**config.mk**
```make
export PLATFORM = sky130hd
export DESIGN_NAME = ofd_decoder
export DESIGN_NICKNAME = d
export VERILOG_FILES = /design/src/logic/ofd_decoder.v /design/src/logic/ofd_flag_unit.v
export VERILOG_INCLUDE_DIRS = /design/src /design/src/shared
export SDC_FILE = /design/constraint.sdc
export NUM_CORES = 1
export LEC_CHECK = 0
export BUFFER_PORTS_ARGS = -buffer_cell sky130_fd_sc_hd__buf_2
export CAP_MARGIN = 20
export CORE_MARGIN = 2
export CORE_UTILIZATION = 40
export CTS_BUF_LIST = sky130_fd_sc_hd__clkbuf_4
export DETAILED_ROUTE_END_ITERATION = 7
export PLACE_DENSITY = 0.67
export SYNTH_ARGS = -nofsm -noshare
export SYNTH_HDL_FRONTEND = slang
export SYNTH_SLANG_ARGS = --single-unit
```
**constraint.sdc**
```tcl
create_clock -name clk -period 3.2 [get_ports clk]
set_clock_uncertainty 0.15 [all_clocks]
set_input_delay 0.96 -clock clk [delete_from_list [all_inputs] [get_ports clk]]
set_output_delay 0.96 -clock clk [all_outputs]
set_load 0.02 [all_outputs]
```
**src/shared/ofd_map.vh**
```
// register map, field layout and encodings of the operand field decoder
`ifndef OFD_MAP_VH
`define OFD_MAP_VH

// ---------------------------------------------------------------
// register byte offsets
// ---------------------------------------------------------------
`define OFD_OFF_INSN     6'h00
`define OFD_OFF_OPERAND  6'h04
`define OFD_OFF_BRANCH   6'h08
`define OFD_OFF_DECODE   6'h0C
`define OFD_OFF_TARGET   6'h10
`define OFD_OFF_FLAGS    6'h14
`define OFD_OFF_FLAGUPD  6'h18
`define OFD_OFF_OPDATA   6'h1C
`define OFD_OFF_STEP     6'h20

// ---------------------------------------------------------------
// opcode class, written in insn[10:8]
// ---------------------------------------------------------------
`define OFD_CLS_PLAIN    3'h0
`define OFD_CLS_MODE     3'h1
`define OFD_CLS_BIT      3'h2
`define OFD_CLS_DISPX    3'h3

// ---------------------------------------------------------------
// operand kind, written in operand[10:8]
// ---------------------------------------------------------------
`define OFD_KIND_BYTE    3'h0
`define OFD_KIND_WORD    3'h1
`define OFD_KIND_LONG    3'h2
`define OFD_KIND_TRIPLE  3'h3
`define OFD_KIND_PTR     3'h4
`define OFD_KIND_PAIR    3'h5
`define OFD_KIND_DPTR    3'h6

// ---------------------------------------------------------------
// addressing selector codes
// ---------------------------------------------------------------
`define OFD_AM_DIRECT    2'h0
`define OFD_AM_IMMED     2'h1
`define OFD_AM_INDIRECT  2'h2
`define OFD_AM_INDEXED   2'h3

// ---------------------------------------------------------------
// flag update modes, three bits per flag
// ---------------------------------------------------------------
`define OFD_FM_NORMAL    3'h0
`define OFD_FM_KEEP      3'h1
`define OFD_FM_CLRONLY   3'h2
`define OFD_FM_SETONLY   3'h3
`define OFD_FM_FORCE1    3'h4
`define OFD_FM_FORCE0    3'h5
`define OFD_FM_UNDEF     3'h6

// ---------------------------------------------------------------
// flag positions in the status word
// ---------------------------------------------------------------
`define OFD_FLAG_ST      0
`define OFD_FLAG_TRAP    1
`define OFD_FLAG_V       2
`define OFD_FLAG_C       3
`define OFD_FLAG_N       4
`define OFD_FLAG_Z       5
`define OFD_NFLAGS       6

// ---------------------------------------------------------------
// field positions
// ---------------------------------------------------------------
`define OFD_UPD_RES_LSB  18
`define OFD_UPD_TRAPCLR  24
`define OFD_CLS_LSB      8
`define OFD_KIND_LSB     8
`define OFD_DISP_LSB     16

// ---------------------------------------------------------------
// reset values
// ---------------------------------------------------------------
`define OFD_RST_WORD     32'h00000000
`define OFD_RST_FLAGS    6'h00

`endif

```
**src/logic/ofd_decoder.v**
```verilog
// operand field decoder with avalon-mm register access
//
// Function
// - two-bit selector: 00 direct, 01 immediate, 10 indirect, 11 indexed.
// - selector decoded only for opcodes offering an addressing choice.
// - three-bit field in bit opcodes indexes the bit tested or changed.
// - bit-number field picks exactly one of eight byte bit positions.
// - byte register operands may use any address 00 to FFH.
// - word operands sit at even addresses 00 to FEH.
// - long, triple, pointer and pair operands align to four, 00 to FCH.
// - block-move double pointer aligns to eight, 00 to F8H.
// - three-byte operand is a 24-bit value at a four-aligned address.
// - pointer pair is two independent 16-bit halves; long is one 32-bit.
// - branch target is signed displacement plus next instruction address.
// - displacement extension field gives the displacement's top bits.
// - normal mode writes the flag from the result.
// - unmodified mode keeps the flag.
// - clear-only mode may clear, never set.
// - set-only mode may set, never clear.
// - forced mode writes one or zero unconditionally.
// - indeterminate mode leaves any value.
// - trap flag follows overflow set; only trap instructions clear it (here a write to the flags register with overflow and trap bits clear also clears it).
//
// Design decisions made here: the Avalon-MM register port and the register offsets.
`default_nettype none

module ofd_decoder #(
   parameter AW = 6,
   parameter NF = 6
) (
   input wire clk,
   input wire nrst,
   input wire [AW-1:0] address,
   input wire read,
   input wire write,
   input wire [31:0] writedata,
   input wire [3:0] byteenable,
   output reg [31:0] readdata,
   output reg waitrequest,
   output reg [NF-1:0] flag_word,
   output reg misaligned,
   output reg [15:0] branch_target
);
`include "ofd_map.vh"

   // ---------------------------------------------------------------
   // helpers
   // ---------------------------------------------------------------
   function [31:0] merge_be;
      input [31:0] old;
      input [31:0] wd;
      input [3:0] be;
      integer k;
      begin
         for (k = 0; k < 4; k = k + 1) begin
            merge_be[8*k +: 8] = be[k] ? wd[8*k +: 8] : old[8*k +: 8];
         end
      end
   endfunction

   // address range is implicit in the 8-bit field; only alignment or an undefined kind can fail
   function align_ok;
      input [7:0] a;
      input [2:0] kind;
      begin
         case (kind)
            `OFD_KIND_BYTE: align_ok = 1'b1;
            `OFD_KIND_WORD: align_ok = (a[0] == 1'b0);
            `OFD_KIND_LONG: align_ok = (a[1:0] == 2'h0);
            `OFD_KIND_TRIPLE: align_ok = (a[1:0] == 2'h0);
            `OFD_KIND_PTR: align_ok = (a[1:0] == 2'h0);
            `OFD_KIND_PAIR: align_ok = (a[1:0] == 2'h0);
            `OFD_KIND_DPTR: align_ok = (a[2:0] == 3'h0);
            default: align_ok = 1'b0;
         endcase
      end
   endfunction

   // ---------------------------------------------------------------
   // software-visible registers
   // ---------------------------------------------------------------
   reg [31:0] insn_reg;
   reg [31:0] operand_reg;
   reg [31:0] branch_reg;
   reg [31:0] opdata_reg;
   reg [NF-1:0] flags_reg;
   reg [31:0] upd_reg;

   // ---------------------------------------------------------------
   // field extraction
   // ---------------------------------------------------------------
   wire [7:0] opcode;
   wire [2:0] op_class;
   wire [7:0] op_addr;
   wire [2:0] op_kind;
   wire [15:0] next_addr;
   wire [7:0] disp_low;

   assign opcode = insn_reg[7:0];
   assign op_class = insn_reg[`OFD_CLS_LSB +: 3];
   assign op_addr = operand_reg[7:0];
   assign op_kind = operand_reg[`OFD_KIND_LSB +: 3];
   assign next_addr = branch_reg[15:0];
   assign disp_low = branch_reg[`OFD_DISP_LSB +: 8];

   // ---------------------------------------------------------------
   // addressing selector
   // ---------------------------------------------------------------
   reg [1:0] am_sel;
   reg am_valid;

   always @* begin
      am_sel = `OFD_AM_DIRECT;
      am_valid = 1'b0;
      // other opcodes use these bits for something else
      if (op_class == `OFD_CLS_MODE) begin
         am_valid = 1'b1;
         case (opcode[1:0])
            2'h0: am_sel = `OFD_AM_DIRECT;
            2'h1: am_sel = `OFD_AM_IMMED;
            2'h2: am_sel = `OFD_AM_INDIRECT;
            2'h3: am_sel = `OFD_AM_INDEXED;
            default: am_sel = `OFD_AM_DIRECT;
         endcase
      end
   end

   // ---------------------------------------------------------------
   // bit select
   // ---------------------------------------------------------------
   reg [2:0] bit_idx;
   reg [7:0] bit_mask;
   reg bit_valid;

   always @* begin
      bit_idx = 3'h0;
      bit_mask = 8'h00;
      bit_valid = 1'b0;
      if (op_class == `OFD_CLS_BIT) begin
         bit_valid = 1'b1;
         bit_idx = opcode[2:0];
         bit_mask = 8'h01 << opcode[2:0];
      end
   end

   // ---------------------------------------------------------------
   // displacement and branch target
   // ---------------------------------------------------------------
   reg [15:0] disp_ext;
   reg [15:0] target_calc;

   always @* begin
      if (op_class == `OFD_CLS_DISPX) begin
         // eleven-bit displacement, extension bits on top
         disp_ext = {{5{opcode[2]}}, opcode[2:0], disp_low};
      end else begin
         disp_ext = {{8{disp_low[7]}}, disp_low};
      end
      // counted from the end of the instruction, not its start
      target_calc = next_addr + disp_ext;
   end

   // ---------------------------------------------------------------
   // operand alignment and stepping
   // ---------------------------------------------------------------
   wire align_good;
   reg [31:0] step_calc;

   assign align_good = align_ok(op_addr, op_kind);

   always @* begin
      case (op_kind)
         // halves wrap on their own; no carry from low to high
         `OFD_KIND_PAIR: begin
            step_calc = {opdata_reg[31:16] + 16'h0001,
                         opdata_reg[15:0] + 16'h0001};
         end
         `OFD_KIND_LONG: begin
            step_calc = opdata_reg + 32'h00000001;
         end
         `OFD_KIND_TRIPLE: begin
            step_calc = {8'h00, opdata_reg[23:0] + 24'h000001};
         end
         default: begin
            step_calc = opdata_reg;
         end
      endcase
   end

   // ---------------------------------------------------------------
   // flag update engine
   // ---------------------------------------------------------------
   wire [NF-1:0] flags_upd;

   ofd_flag_unit #(
      .NF(NF)
   ) u_flags (
      .flags_cur(flags_reg),
      .modes(upd_reg[3*NF-1:0]),
      .result(upd_reg[`OFD_UPD_RES_LSB +: NF]),
      .trap_clear(upd_reg[`OFD_UPD_TRAPCLR]),
      .flags_next(flags_upd)
   );

   // ---------------------------------------------------------------
   // read mux
   // ---------------------------------------------------------------
   reg [31:0] rd_next;

   always @* begin
      rd_next = 32'h00000000;
      case (address)
         `OFD_OFF_INSN: rd_next = insn_reg;
         `OFD_OFF_OPERAND: rd_next = operand_reg;
         `OFD_OFF_BRANCH: rd_next = branch_reg;
         `OFD_OFF_DECODE: begin
            rd_next = {16'h0000, ~align_good, bit_mask, bit_idx,
                       bit_valid, am_valid, am_sel};
         end
         `OFD_OFF_TARGET: rd_next = {16'h0000, target_calc};
         `OFD_OFF_FLAGS: rd_next = {{(32-NF){1'b0}}, flags_reg};
         `OFD_OFF_FLAGUPD: rd_next = upd_reg;
         `OFD_OFF_OPDATA: rd_next = opdata_reg;
         `OFD_OFF_STEP: rd_next = step_calc;
         default: rd_next = 32'h00000000;
      endcase
   end

   // ---------------------------------------------------------------
   // bus handshake
   // ---------------------------------------------------------------
   // one wait state: the data is ready the cycle after the request
   // readdata loads on writes as well; cheaper than a direction check
   wire req;
   wire wr_go;
   wire upd_go;

   assign req = read | write;
   assign wr_go = write & ~waitrequest;
   assign upd_go = wr_go & (address == `OFD_OFF_FLAGUPD);

   always @(posedge clk or negedge nrst) begin
      if (!nrst) begin
         waitrequest <= 1'b1;
         readdata <= `OFD_RST_WORD;
      end else begin
         if (req && waitrequest) begin
            waitrequest <= 1'b0;
            readdata <= rd_next;
         end else begin
            waitrequest <= 1'b1;
         end
      end
   end

   // ---------------------------------------------------------------
   // register writes
   // ---------------------------------------------------------------
   always @(posedge clk or negedge nrst) begin
      if (!nrst) begin
         insn_reg <= `OFD_RST_WORD;
         operand_reg <= `OFD_RST_WORD;
         branch_reg <= `OFD_RST_WORD;
         opdata_reg <= `OFD_RST_WORD;
         upd_reg <= `OFD_RST_WORD;
      end else if (wr_go) begin
         case (address)
            `OFD_OFF_INSN: begin
               insn_reg <= merge_be(insn_reg, writedata, byteenable);
            end
            `OFD_OFF_OPERAND: begin
               operand_reg <= merge_be(operand_reg, writedata, byteenable);
            end
            `OFD_OFF_BRANCH: begin
               branch_reg <= merge_be(branch_reg, writedata, byteenable);
            end
            `OFD_OFF_OPDATA: begin
               opdata_reg <= merge_be(opdata_reg, writedata, byteenable);
            end
            `OFD_OFF_FLAGUPD: begin
               upd_reg <= merge_be(upd_reg, writedata, byteenable);
            end
            default: begin
               insn_reg <= insn_reg;
            end
         endcase
      end
   end

   // ---------------------------------------------------------------
   // status word
   // ---------------------------------------------------------------
   // the update applies with the value being written, one cycle early
   wire [31:0] upd_new;
   wire [NF-1:0] flags_now;

   assign upd_new = merge_be(upd_reg, writedata, byteenable);

   ofd_flag_unit #(
      .NF(NF)
   ) u_flags_now (
      .flags_cur(flags_reg),
      .modes(upd_new[3*NF-1:0]),
      .result(upd_new[`OFD_UPD_RES_LSB +: NF]),
      .trap_clear(upd_new[`OFD_UPD_TRAPCLR]),
      .flags_next(flags_now)
   );

   // a written overflow drags the trap flag along, so the pair never disagrees
   wire [NF-1:0] flags_wr;

   assign flags_wr = writedata[NF-1:0] |
      ({{(NF-1){1'b0}}, writedata[`OFD_FLAG_V]} << `OFD_FLAG_TRAP);

   always @(posedge clk or negedge nrst) begin
      if (!nrst) begin
         flags_reg <= `OFD_RST_FLAGS;
      end else if (upd_go) begin
         flags_reg <= flags_now;
      end else if (wr_go && address == `OFD_OFF_FLAGS) begin
         flags_reg <= flags_wr;
      end
   end

   // ---------------------------------------------------------------
   // registered outputs
   // ---------------------------------------------------------------
   always @(posedge clk or negedge nrst) begin
      if (!nrst) begin
         flag_word <= `OFD_RST_FLAGS;
         misaligned <= 1'b0;
         branch_target <= 16'h0000;
      end else begin
         flag_word <= flags_reg;
         // flagged only; the address is passed on unchanged
         misaligned <= ~align_good;
         branch_target <= target_calc;
      end
   end

endmodule
`default_nettype wire

```
**src/logic/ofd_flag_unit.v**
```verilog
// per-flag update engine for the status word
`default_nettype none

module ofd_flag_unit #(
   parameter NF = 6
) (
   input wire [NF-1:0] flags_cur,
   input wire [3*NF-1:0] modes,
   input wire [NF-1:0] result,
   input wire trap_clear,
   output reg [NF-1:0] flags_next
);
`include "ofd_map.vh"

   // ---------------------------------------------------------------
   // one flag through its mode
   // ---------------------------------------------------------------
   function upd_one;
      input cur;
      input [2:0] mode;
      input res;
      begin
         case (mode)
            `OFD_FM_NORMAL: upd_one = res;
            `OFD_FM_KEEP: upd_one = cur;
            `OFD_FM_CLRONLY: upd_one = cur & res;
            `OFD_FM_SETONLY: upd_one = cur | res;
            `OFD_FM_FORCE1: upd_one = 1'b1;
            `OFD_FM_FORCE0: upd_one = 1'b0;
            // undefined value allowed; holding is cheapest
            `OFD_FM_UNDEF: upd_one = cur;
            default: upd_one = cur;
         endcase
      end
   endfunction

   integer i;
   reg trap_base;

   always @* begin
      trap_base = 1'b0;
      for (i = 0; i < NF; i = i + 1) begin
         flags_next[i] = upd_one(flags_cur[i], modes[3*i +: 3], result[i]);
      end
      // trap flag: only trap instructions clear it, new overflow sets it
      trap_base = trap_clear ? 1'b0 : (flags_cur[`OFD_FLAG_TRAP] | flags_next[`OFD_FLAG_TRAP]);
      flags_next[`OFD_FLAG_TRAP] = trap_base | flags_next[`OFD_FLAG_V];
   end

endmodule
`default_nettype wire

```
# Yosys cells after proc, flatten, opt, wreduce, memory -nomap -nowiden
# Index checks and enable logic that the tools add are counted.
# Widths: inputs -> output; s select.
# op_classes
n_eq_ne	48
muxes	24
multipliers	0
order_cmp	0
n_bitwise	21
shifts	1
n_div	0
n_reduce_logical	37
add_sub_neg	5
# ops
cell	n
$pmux 32 s9	1
$pmux 32 s3	1
$reduce_and 3->1	17
$eq 3x2->1 const B	16
$eq 3x3->1 const B	15
$add 16x1->16 const B	2
$add 32x1->32 const B	1
$mux 8	4
$pmux 1 s5	6
$add 24x1->24 const B	1
$eq 6x5->1 const B	4
$logic_not 3->1	8
$ne 6x1->1 const B	4
$add 16x16->16	1
$mux 16	1
$eq 6x4->1 const B	2
$mux 6	2
$reduce_and 2->1	5
$or 1x1->1	9
$and 1x1->1	8
$pmux 2 s4	1
$shl 1x3->8 const A	1
$eq 3x1->1 const B	2
$eq 6x3->1 const B	1
14 further kinds	23
# totals
input_bits	46
ramBits	0
rom_bits	0
elab_cells	164
reg_bits	222
latchBits	0
n_memories	0
out_inout_bits	56

# Longest topological paths before layout
# Gate-level depths: netlist of run 1.
# logic_depth
depth_word	7
ltp_mapped	12
ltp_nobuf	11

# Modules after synthesis
# A second synthesis of run 1 with hierarchy kept.
# hier_totals
hier_cells	1126
area_unflattened_um2	12105.4
# modules_own_cells
mod	area_per_inst_um2	cells_per_inst	seq_area_each_um2	n_inst
ofd_decoder	11830.1	1086	5556.6	1
ofd_flag_unit	275.3	40	0.0	1

# Least setup slack after synthesis of run 1
# OpenSTA, ideal clock, no wires.
# synth_path
path_type	register to register
from	reg insn_reg[10]
to	reg readdata[15]
t_required_ns	2.930
synth_period_minus_slack_ns	2.939
stages_incl_launch_ff	13
path_buffers	1
slack_ns	0.261
setup_time_ns	0.120
arrival_ns	2.668
path_cell_list	dfrtp_1 > nor2b_1 > nand2_1 > a21boi_0 > inv_1 > ha_1 > clkbuf_1 > a21o_1 > a31o_2 > a41oi_1 > o2bb2ai_1 > xnor2_1 > a31o_2
# synth_between
elab_chain_len	4
# synth_lines
element	line_no	rtl
from (decl)	ofd_decoder.v:82	reg [31:0] insn_reg;
from (signal assigned)	ofd_decoder.v:261	insn_reg <= `OFD_RST_WORD;
from (signal assigned)	ofd_decoder.v:269	insn_reg <= merge_be(insn_reg, writedata, byteenable);
from (signal assigned)	ofd_decoder.v:284	insn_reg <= insn_reg;
$eq 3x2->1 (no source line)	-	
$mux 16	ofd_decoder.v:153	if (op_class == `OFD_CLS_DISPX) begin
$add 16x16->16	ofd_decoder.v:160	target_calc = next_addr + disp_ext;
net target_calc[15]	ofd_decoder.v:150	reg [15:0] target_calc;
$pmux 32 s9	ofd_decoder.v:212	case (address)
to (signal assigned)	ofd_decoder.v:245	readdata <= `OFD_RST_WORD;
to (signal assigned)	ofd_decoder.v:249	readdata <= rd_next;
to (decl)	ofd_decoder.v:38	output reg [31:0] readdata,
# The timed path passes the listed nets, and every way through them passes these cells.
# A chain may end at the register's enable or synchronous reset.

# Worst setup path after layout of run 1
# layout_path
from	reg insn_reg[8]
to	reg readdata[14]
# Same word-level chain as after synthesis.

==> results of run 1 <==
-- layout make-up --
cell class | instances | share of cell area, %
repair buffers | 194 | 9.45
diodes | 1 | 0.0175
flip-flops and latches | 222 | 38.9
multi-input cells | 850 | 42.7
clock inverters | 11 | 0.481
well taps | 390 | 3.41
inverters | 17 | 0.446
clock buffers | 89 | 4.67
-- power breakdown --
group / total (W) / internal [W] / switching (W)
Clock: 0.00252 / 0.00133 / 0.00119
Combinational: 0.000940 / 0.000348 / 0.000593
Sequential: 0.00317 / 0.00299 / 0.000182
-- worst max-delay path: cells and delay by family (launching register included) --
kind,cells,cell delay [ps]
flops,1,380
simple gates,4,430
compound gates,3,880
buf+inv,3,500
xor+xnor,1,150
fa+ha+maj,1,410
-- synthesized netlist by cell type (all sizes together), types with 9 or more instances --
library cell    n  area [sq um]
mux2          138          1550
clkbuf         34           128
mux2i          24           240
dfrtp         221          5530
a31oi          22           138
nor3           15          85.1
nand3          27           140
a21oi          71           355
a21o           10          75.1
nand4          19           119
ha             20           250
inv            17          63.8
a222oi         12           120
a221oi         13           114
a211oi         11          82.6
a22oi          46           345
nor2           73           289
nand3b          9          67.6
nand2         118           448
xnor2          19           166
o21ai          54           274
buf            24           129
nor4           10          77.6
-- cell families after synthesis --
family	Yosys count	share of synthesized area, %
simple gates	325	13.5
compound gates	314	18.0
flops	222	46.5
mux	162	15.0
buf+inv	75	2.68
xor+xnor	25	1.83
fa+ha+maj	24	2.51
-- repair_timing --
item,CTS,global route
setup buffers,0,0
setup endpoints to repair,0,1
endpoints found under the hold margin,0,0
resized for setup,0,2
-- metrics by stage --
stage,area [sq um],instances,utilization [%],setup WS [ps]
final,14300,1774,48.4,192
after global routing,14300,1774,48.4,33.6
after CTS,14300,1773,48.4,224
after detailed placement,13600,1673,45.9,81.0
after global placement,13600,1673,45.9,102
after floorplan,12000,1147,-,261
-- per-layer routing --
metal	GRT usage (%)	vias to the layer above
li1	-	4775
met1	37.2	5230
met2	40.0	610
met3	6.42	94
met4	9.81	0
met5	0	-
-- how the worst max path moves through the flow --
| stage | depth (start not counted) | end | slack, ps | from |
|---|---|---|---|---|
| floorplan | 12 | readdata[15] | 260 | insn_reg[10] |
| global placement | 7 | readdata[15] | 100 | address[1] |
| detailed placement | 8 | flags_reg[4] | 80 | address[1] |
| CTS | 12 | readdata[14] | 220 | insn_reg[8] |
| global route | 12 | readdata[14] | 30 | insn_reg[8] |
| finish | 12 | readdata[14] | 190 | insn_reg[8] |
==> key figures, run 1 <==
Outcome
  – Outcome: finished, final reports clean

STA
  – Fin Setup TNS: 0 ps
  – Final Hold Slack: 78.4 ps
  – Final Critical Period: 3010 ps
  – Final Cycle Share: 94.0%
  – Unrepaired setup endpoints after global routing: false
  – Slew headroom: 49.7%
  – Max-slew violations: 0
  – Hold Fails Final Rpt: 0
  – # setup viols final: 0
  – Worst slew pin tran: 752 ps
  – Max Clock Freq: 332 MHz

Synthesis
  – Register area share after synthesis: 46.5%
  – Syn. warnings: 0
  – Post-synthesis cell area: 0.0120 sq mm
  – Post-synth ARST share: 100%
  – Mapped Cells: 1147
  – Top_reg_cell synth: dfrtp_1
  – Mean Syn Cell Area: 10.4 sq um
  – EDFF count, synth: 0
  – Post-synthesis net count: 1214
  – Cell variety after synth: 81
  – Number of synthesized register bits: 222

Critical path
  – CP max stage delay: 410 ps
  – Crit-path max FO: 5
  – R2R setup slack: 190 ps
  – WP data required: 3660 ps
  – Crit. End Element: register
  – Crit start category: register
  – Slowest-stage cell, CP: ha_1
  – RR Endpoint: readdata[14]
  – Critical Path AT: 3470 ps
  – Critical-path cell list: nor2b_1, buf_4, nand3_1, a21boi_0, inv_1, ha_1, nand4_1, a2111oi_1, buf_4, nor3_1, xnor2_1, o211a_1
  – Worst path most repeated cell: buf_4
  – Reg2Reg Depth: 12
  – Reg2reg start: insn_reg[8]
  – Critical path class: reg -> reg

Clock network
  – H-Tree Depth: 2
  – CTS Buf Count: 59
  – Max Root-Sink Buffers: 3
  – CTS root buf: clkbuf_4
  – CTS sink count: 222
  – Clock Latency Late Sink: 720 ps
  – Clock tree from TritonCTS: done
  – Clk slew on worst S/H paths: 70 ps
  – Post-CTS Hold Buffers: 0

Die
  – Initial core utilization: 40.5%
  – Chip width: 177 microns
  – Placement Rows: 63
  – Ports: 102
  – Die height: 177 microns
  – Core Box Area: 0.0296 sq mm
  – Full die area: 0.0313 sq mm

Routing
  – Vias post-DR: 10.7k
  – DRT Pass-1 Iters: 7
  – DR vias/cell: 6.04
  – Initial DRC Count: 1297
  – Met3 WL: 4040 microns
  – Routed met2 length: 17800 microns
  – Antenna-violating nets left: 0
  – Post-route DRC: 0
  – Top layer in use: met4
  – Drt total wl: 41300 microns
  – Wire length on met1: 18000 microns
  – Routed len/inst: 23.3 microns

Final layout
  – Multi-input logic area: 0.00610 sq mm
  – Most frequent cells in the layout: dfrtp_1 (221), mux2_2 (138), nand2_1 (116)
  – Fill count: 2782
  – Register area: 0.00556 sq mm
  – Commonest non-fill, non-tap cell in the layout: dfrtp_1
  – Nets: 1411
  – Area Overhead vs Synth: 19.6%
  – Share of cells above drive strength 1: 33.0%

GRT
  – GRT overflow: 0
  – GRT Overall Usage: 26.6%
  – Initial antenna violation count: 1
  – Via count of the first global-routing pass: 10.5k
  – Pin count of the biggest net entering global routing: 73
  – First-pass GRT wire length: 63000 microns

Power
  – Tot Pwr: 0.00663 W
  – P_leak: 6.72 nW
  – Maximum vdd drop: 291 uV
  – PD cells: 464 mW/mm^2

Placed design
  – Routability Congestion: 0.978
  – Detailed placement HPWL: 30300 microns
  – Port bufs: 101

Min path
  – Worst Hold Class: in -> async

Flow run
  – Max Cap Viol: 0
Note: power is estimated with default switching activity, not from simulation.
==> inputs of run 2 (changes only) <==
--- a/config.mk
+++ b/config.mk
@@ -6,6 +6,7 @@
 export SDC_FILE = /design/constraint.sdc
 export NUM_CORES = 1
 export LEC_CHECK = 0
+export ABC_AREA = 1
 export BUFFER_PORTS_ARGS = -buffer_cell sky130_fd_sc_hd__buf_2
 export CAP_MARGIN = 20
 export CORE_MARGIN = 2
==> run 2 against run 1 <==
- synthesized area grew 5.7%
- critical path type unchanged
- power shrank 1.3%
- clock power grew 5%
- largest cell class unchanged
==> key figures, run 2 <==
Outcome
  – Outcome: finished, final reports clean

Synthesis
  – Yosys top cell by area: dfrtp_1
  – Syn. warnings: 0
  – Post-synth ARST share: 100%
  – Top_reg_cell synth: dfrtp_1
  – Synth cell count leaders: nand2_1 (642), o21ai_0 (250), dfrtp_1 (221), inv_1 (181), nand3_1 (116)
  – Mean Syn Cell Area: 7.08 sq um
  – Mapped Cells: 1787
  – Post-synthesis net count: 1854
  – Synth top area cells: dfrtp_1 (44%), nand2_1 (19%), o21ai_0 (9.9%), inv_1 (5.4%), nand3_1 (4.6%)
  – Count leader, synth: nand2_1
  – Register area share after synthesis: 43.9%
  – Number of synthesized register bits: 222
  – EDFF count, synth: 0
  – Area share of the largest cell type after synthesis: 43.7%
  – Cell variety after synth: 44
  – Post-synthesis cell area: 0.0126 sq mm

Final layout
  – Post-Layout Inst Area: 0.0145 sq mm
  – Area Overhead vs Synth: 14.5%
  – Fin util: 46.3%
  – Share of cells above drive strength 1: 13.8%
  – Fill count: 3242
  – Commonest non-fill, non-tap cell in the layout: nand2_1
  – Most frequent cells in the layout: nand2_1 (642), o21ai_0 (250), dfrtp_1 (221)
  – Nets: 1990

Power
  – Tot Pwr: 0.00654 W
  – PD cells: 452 mW/mm^2
  – P_leak: 7.34 nW
  – Maximum vdd drop: 261 uV

Clock network
  – Number of instances resized during post-cts repair: 0
  – Post-CTS setup buffers: 0
  – H-Tree Depth: 2
  – CTS Buf Count: 61
  – Post-CTS Hold Buffers: 0
  – CTS root buf: clkbuf_4
  – Clk slew on worst S/H paths: 60 ps
  – Max Root-Sink Buffers: 3
  – CTS sink count: 222
  – Clock Latency Late Sink: 760 ps
  – Clock tree from TritonCTS: done

Placed design
  – DP Area: 0.0137 sq mm
  – Detailed placement HPWL: 31400 microns
  – Routability Congestion: 0.954
  – Port bufs: 101

Critical path
  – Crit. End Element: register
  – Crit start category: register
  – WP data required: 3680 ps
  – Critical path class: reg -> reg
  – Crit-path max FO: 7
  – Critical Path AT: 3380 ps

STA
  – Unrepaired setup endpoints after global routing: false
  – Worst slew pin tran: 628 ps
  – Final Cycle Share: 90.5%
  – Max Clock Freq: 345 MHz
  – Fin Setup TNS: 0 ps
  – Final Critical Period: 2900 ps
  – # setup viols final: 0
  – Hold Fails Final Rpt: 0
  – Final Hold Slack: 49.1 ps
  – Slew headroom: 58.1%
  – Max-slew violations: 0

Routing
  – Vias post-DR: 12.7k
  – Routed len/inst: 17.7 microns
  – Antenna-violating nets left: 0
  – Initial DRC Count: 1256
  – DRT Pass-1 Iters: 6
  – Post-route DRC: 0
  – Drt total wl: 42000 microns
  – DR vias/cell: 5.36

GRT
  – Via count of the first global-routing pass: 11.6k
  – Pin count of the biggest net entering global routing: 74
  – First-pass GRT wire length: 65400 microns
  – Initial antenna violation count: 2
  – GRT Overall Usage: 25.3%
  – GRT overflow: 0

Die
  – Core Box Area: 0.0313 sq mm
  – Placement Rows: 65
  – Initial core utilization: 40.4%
  – Die height: 182 microns
  – Ports: 102
  – Chip width: 182 microns
  – Full die area: 0.0331 sq mm

Min path
  – Worst Hold Class: in -> async

Flow run
  – Max Cap Viol: 0
run 2: cell count changes after synthesis, sizes merged, moves of 47 or more:
| cell | change |
|---|---|
| nor2 | +47 |
| nand3 | +94 |
| mux2 | -138 |
| o21ai | +211 |
| nand2 | +533 |
| inv | +170 |
run 2: cell families after synthesis:
| group | after synthesis | share of synthesized area, % |
|---|---|---|
| flip-flops | 222 | 43.9 |
| AO/OA/AOI/OAI | 343 | 14.5 |
| adder cells (fa/ha/maj) | 21 | 2.14 |
| AND/OR/NAND/NOR | 948 | 31.2 |
| XOR/XNOR | 7 | 0.485 |
| buffers and inverters | 246 | 7.81 |
run 2: per-stage QoR:
step | instances | setup WS, ps
global route | 2375 | 73.1
global placement | 2262 | 152
floorplan | 1787 | 890
CTS | 2374 | 423
finish | 2375 | 305
detailed placement | 2262 | 134
run 2: path summary, 6_finish.rpt:
| check | end | start | depth (start not counted) | slack, ps |
|---|---|---|---|---|
| setup / recovery | readdata[11] | insn_reg[10] | 14 | 300 |
| hold / removal | upd_reg[13] | nrst | 1 | 50 |
| setup reg to reg | readdata[11] | insn_reg[10] | 14 | 300 |
| hold reg to reg | flag_word[5] | flags_reg[5] | 0 | 280 |
| max in group asynchronous | waitrequest | nrst | 2 | 2000 |
| min in group clk | flag_word[5] | flags_reg[5] | 0 | 280 |
run 2: routing by layer:
metal  global-route usage [%]  part of all wire, %  up-vias
li1                         -                    -     6098
met2                     36.1                   41      615
met5                        0                    0        -
met1                     39.0                   47     5959
met4                     8.03                  2.3        0
met3                     4.09                  9.1       68
run 2: critical path: stages (launching register included):
cell and delay, ps:
dfrtp_1 420, inv_1 90, nand3_1 130, o21ai_0 370
inv_1 200, ha_1 450, nand2_1 150, nor2_1 220
nand3_1 140, nand3_1 90, nand2_1 70, nand3_1 90
nand3_1 90, nand2_1 70, nand2_1 50
run 2: cell type report:
cell class	instances	area [sq um]	area share [%]
multi-input cells	1319	6110	42.2
flip-flops and latches	222	5560	38.4
repair buffers	131	803	5.55
clock buffers	100	751	5.18
inverters	188	706	4.87
well taps	402	503	3.47
clock inverters	12	55.1	0.380
diodes	1	2.50	0.0173
run 2: where the power goes:
group	switching, W	internal (W)	total [W]
combinational	0.000542	0.000227	0.000769
clock	0.00124	0.00140	0.00265
sequential	0.000142	0.00298	0.00313
==> inputs of run 3 (changes only) <==
==> constraint.sdc (replaced) <==
create_clock -name clk -period 2.8 [get_ports clk]
set_clock_uncertainty 0.15 [all_clocks]
set_input_delay 0.84 -clock clk [delete_from_list [all_inputs] [get_ports clk]]
set_output_delay 0.84 -clock clk [all_outputs]
set_load 0.02 [all_outputs]
==> run 3 against run 2 <==
- routed wire length grew 2.4%
- cell count is essentially flat
- sequential share of layout area shrank 0.37 points
- clock power grew 10%
==> key figures, run 3 (synthesized netlist as in run 2, its figures left out) <==
GRT
  – Met2 Use GR: 38.1%
  – GRT Overall Usage: 26.1%
  – GRT met1 Usage: 38.8%
  – Pin count of the biggest net entering global routing: 59
  – GRT met3 Usage: 5.84%
  – Busiest grt layer: met1
  – GRT overflow: 0
  – Initial antenna violation count: 1
  – Via count of the first global-routing pass: 12.0k
  – First-pass GRT wire length: 67400 microns

Critical path
  – Critical-path cell list: inv_1, nand3_1, o21ai_1, inv_2, ha_1, a21oi_1, o21ai_0, a21oi_1, nand3_1, nand3_1, nand2_1, nand2_1, nand2_1
  – Buf/Inv on CP: 2
  – CP delay by family, top: compound AO/OA/AOI/OAI gates
  – Critical Path AT: 3040 ps
  – CP Capture Point: readdata[15]
  – Crit. End Element: register
  – Reg2reg start: insn_reg[10]
  – CP startpoint: insn_reg[10]
  – CP max stage delay: 410 ps
  – Reg2Reg Depth: 13
  – Crit start category: register
  – R2R setup slack: 240 ps
  – WP data required: 3280 ps
  – Critical path class: reg -> reg
  – RR Endpoint: readdata[15]
  – Crit-path max FO: 6
  – Slowest-stage cell, CP: dfrtp_1
  – Critical Path Stages: 13

Clock network
  – Max Root-Sink Buffers: 3
  – CTS root buf: clkbuf_4
  – Clk slew on worst S/H paths: 70 ps
  – CTS Buf Count: 59
  – Clock Latency Late Sink: 750 ps
  – CTS sink count: 222
  – H-Tree Depth: 2
  – Clock tree from TritonCTS: done
  – Post-CTS setup buffers: 0

Routing
  – Initial DRC Count: 1294
  – Antenna-violating nets left: 0
  – DR vias/cell: 5.36
  – Drt total wl: 43000 microns
  – Post-route DRC: 0
  – DRT Pass-1 Iters: 6
  – Routed len/inst: 18.1 microns
  – Vias post-DR: 12.8k

Final layout
  – Nets: 2000
  – Non-Filler Instances: 2377
  – Area Overhead vs Synth: 15.6%
  – Commonest non-fill, non-tap cell in the layout: nand2_1
  – Post-Layout Inst Area: 0.0146 sq mm
  – Most frequent cells in the layout: nand2_1 (642), o21ai_0 (249), dfrtp_1 (221)
  – Register area: 0.00556 sq mm
  – Share of cells above drive strength 1: 14.1%
  – Multi-input logic area: 0.00614 sq mm
  – Fill count: 3236

Placed design
  – Placed cells: 2272
  – Port bufs: 101
  – Detailed placement HPWL: 32100 microns
  – DP Area: 0.0138 sq mm
  – Routability Congestion: 0.955

STA
  – Hold Fails Final Rpt: 0
  – Max Clock Freq: 391 MHz
  – Unrepaired setup endpoints after global routing: false
  – Final Critical Period: 2560 ps
  – # setup viols final: 0
  – Worst slew pin tran: 574 ps
  – Fin Setup TNS: 0 ps
  – Slew headroom: 61.5%
  – Max-slew violations: 0
  – Final Cycle Share: 91.4%

Die
  – Placement Rows: 65
  – Full die area: 0.0331 sq mm
  – Ports: 102
  – Chip width: 182 microns
  – Initial core utilization: 40.4%
  – Core Box Area: 0.0313 sq mm
  – Die height: 182 microns

Power
  – Tot Pwr: 0.00740 W
  – PD cells: 506 mW/mm^2
  – Maximum vdd drop: 338 uV
  – P_leak: 7.38 nW

Flow run
  – Max Cap Viol: 0

Outcome
  – Outcome: finished, final reports clean

Min path
  – Worst Hold Class: reg -> reg
[run 3: cell count changes in the layout (fill, tap and decap cells not counted), moves of 2 or more]
cell	delta
clkbuf_4	-13
buf_12	+4
ha_4	+2
a21oi_2	+2
ha_1	-3
a21oi_1	-2
clkinv_1	+3
buf_4	+6
[run 3: timing repair]
item | in CTS | in global routing
endpoints found under the hold margin | 52 | 0
cloned | 0 | 0
hold buffers | 1 | 0
resized for setup | 2 | 8
endpoints found under the setup margin | 1 | 7
[run 3: metrics by stage]
step	setup slack [ps]	hold WS, ps	util [%]
final	240	285	46.7
after global routing	1.60	271	46.7
after CTS	49.9	242	46.5
after detailed placement	-37.0	264	44.1
after global placement	20.4	274	44.1
after floorplan	544	224	-
[run 3: report_power, final]
group	internal, W	leakage (nW)	switching (W)
Clock	0.00151	0.444	0.00142
Combinational	0.000280	3.93	0.000632
Sequential	0.00341	3.00	0.000162
[run 3: worst min path at each step]
stage	start	end	slack (ps)	cells past startpoint
after floorplan	flags_reg[0]	flag_word[0]	220	0
after global routing	writedata[13]	opdata_reg[13]	270	3
after detailed placement	flags_reg[0]	flag_word[0]	260	0
after CTS	writedata[13]	opdata_reg[13]	240	3
final	flags_reg[0]	flag_word[0]	280	0
after global placement	flags_reg[0]	flag_word[0]	270	0
[run 3: cell type report]
cell class	count	area share [%]
antenna	1	0.0171
sequential	222	38.0
inverter	188	4.83
clock buffer	87	4.47
timing repair buffer	143	6.60
multi-input combinational	1319	42.0
clock inverter	15	0.642
tap	402	3.44
[run 3: layer usage]
layer  vias up  wire, microns
met5         -              0
met4         0           1030
met3        73           4110
met2       611          17700
met1      5957          20100
li1       6110              -
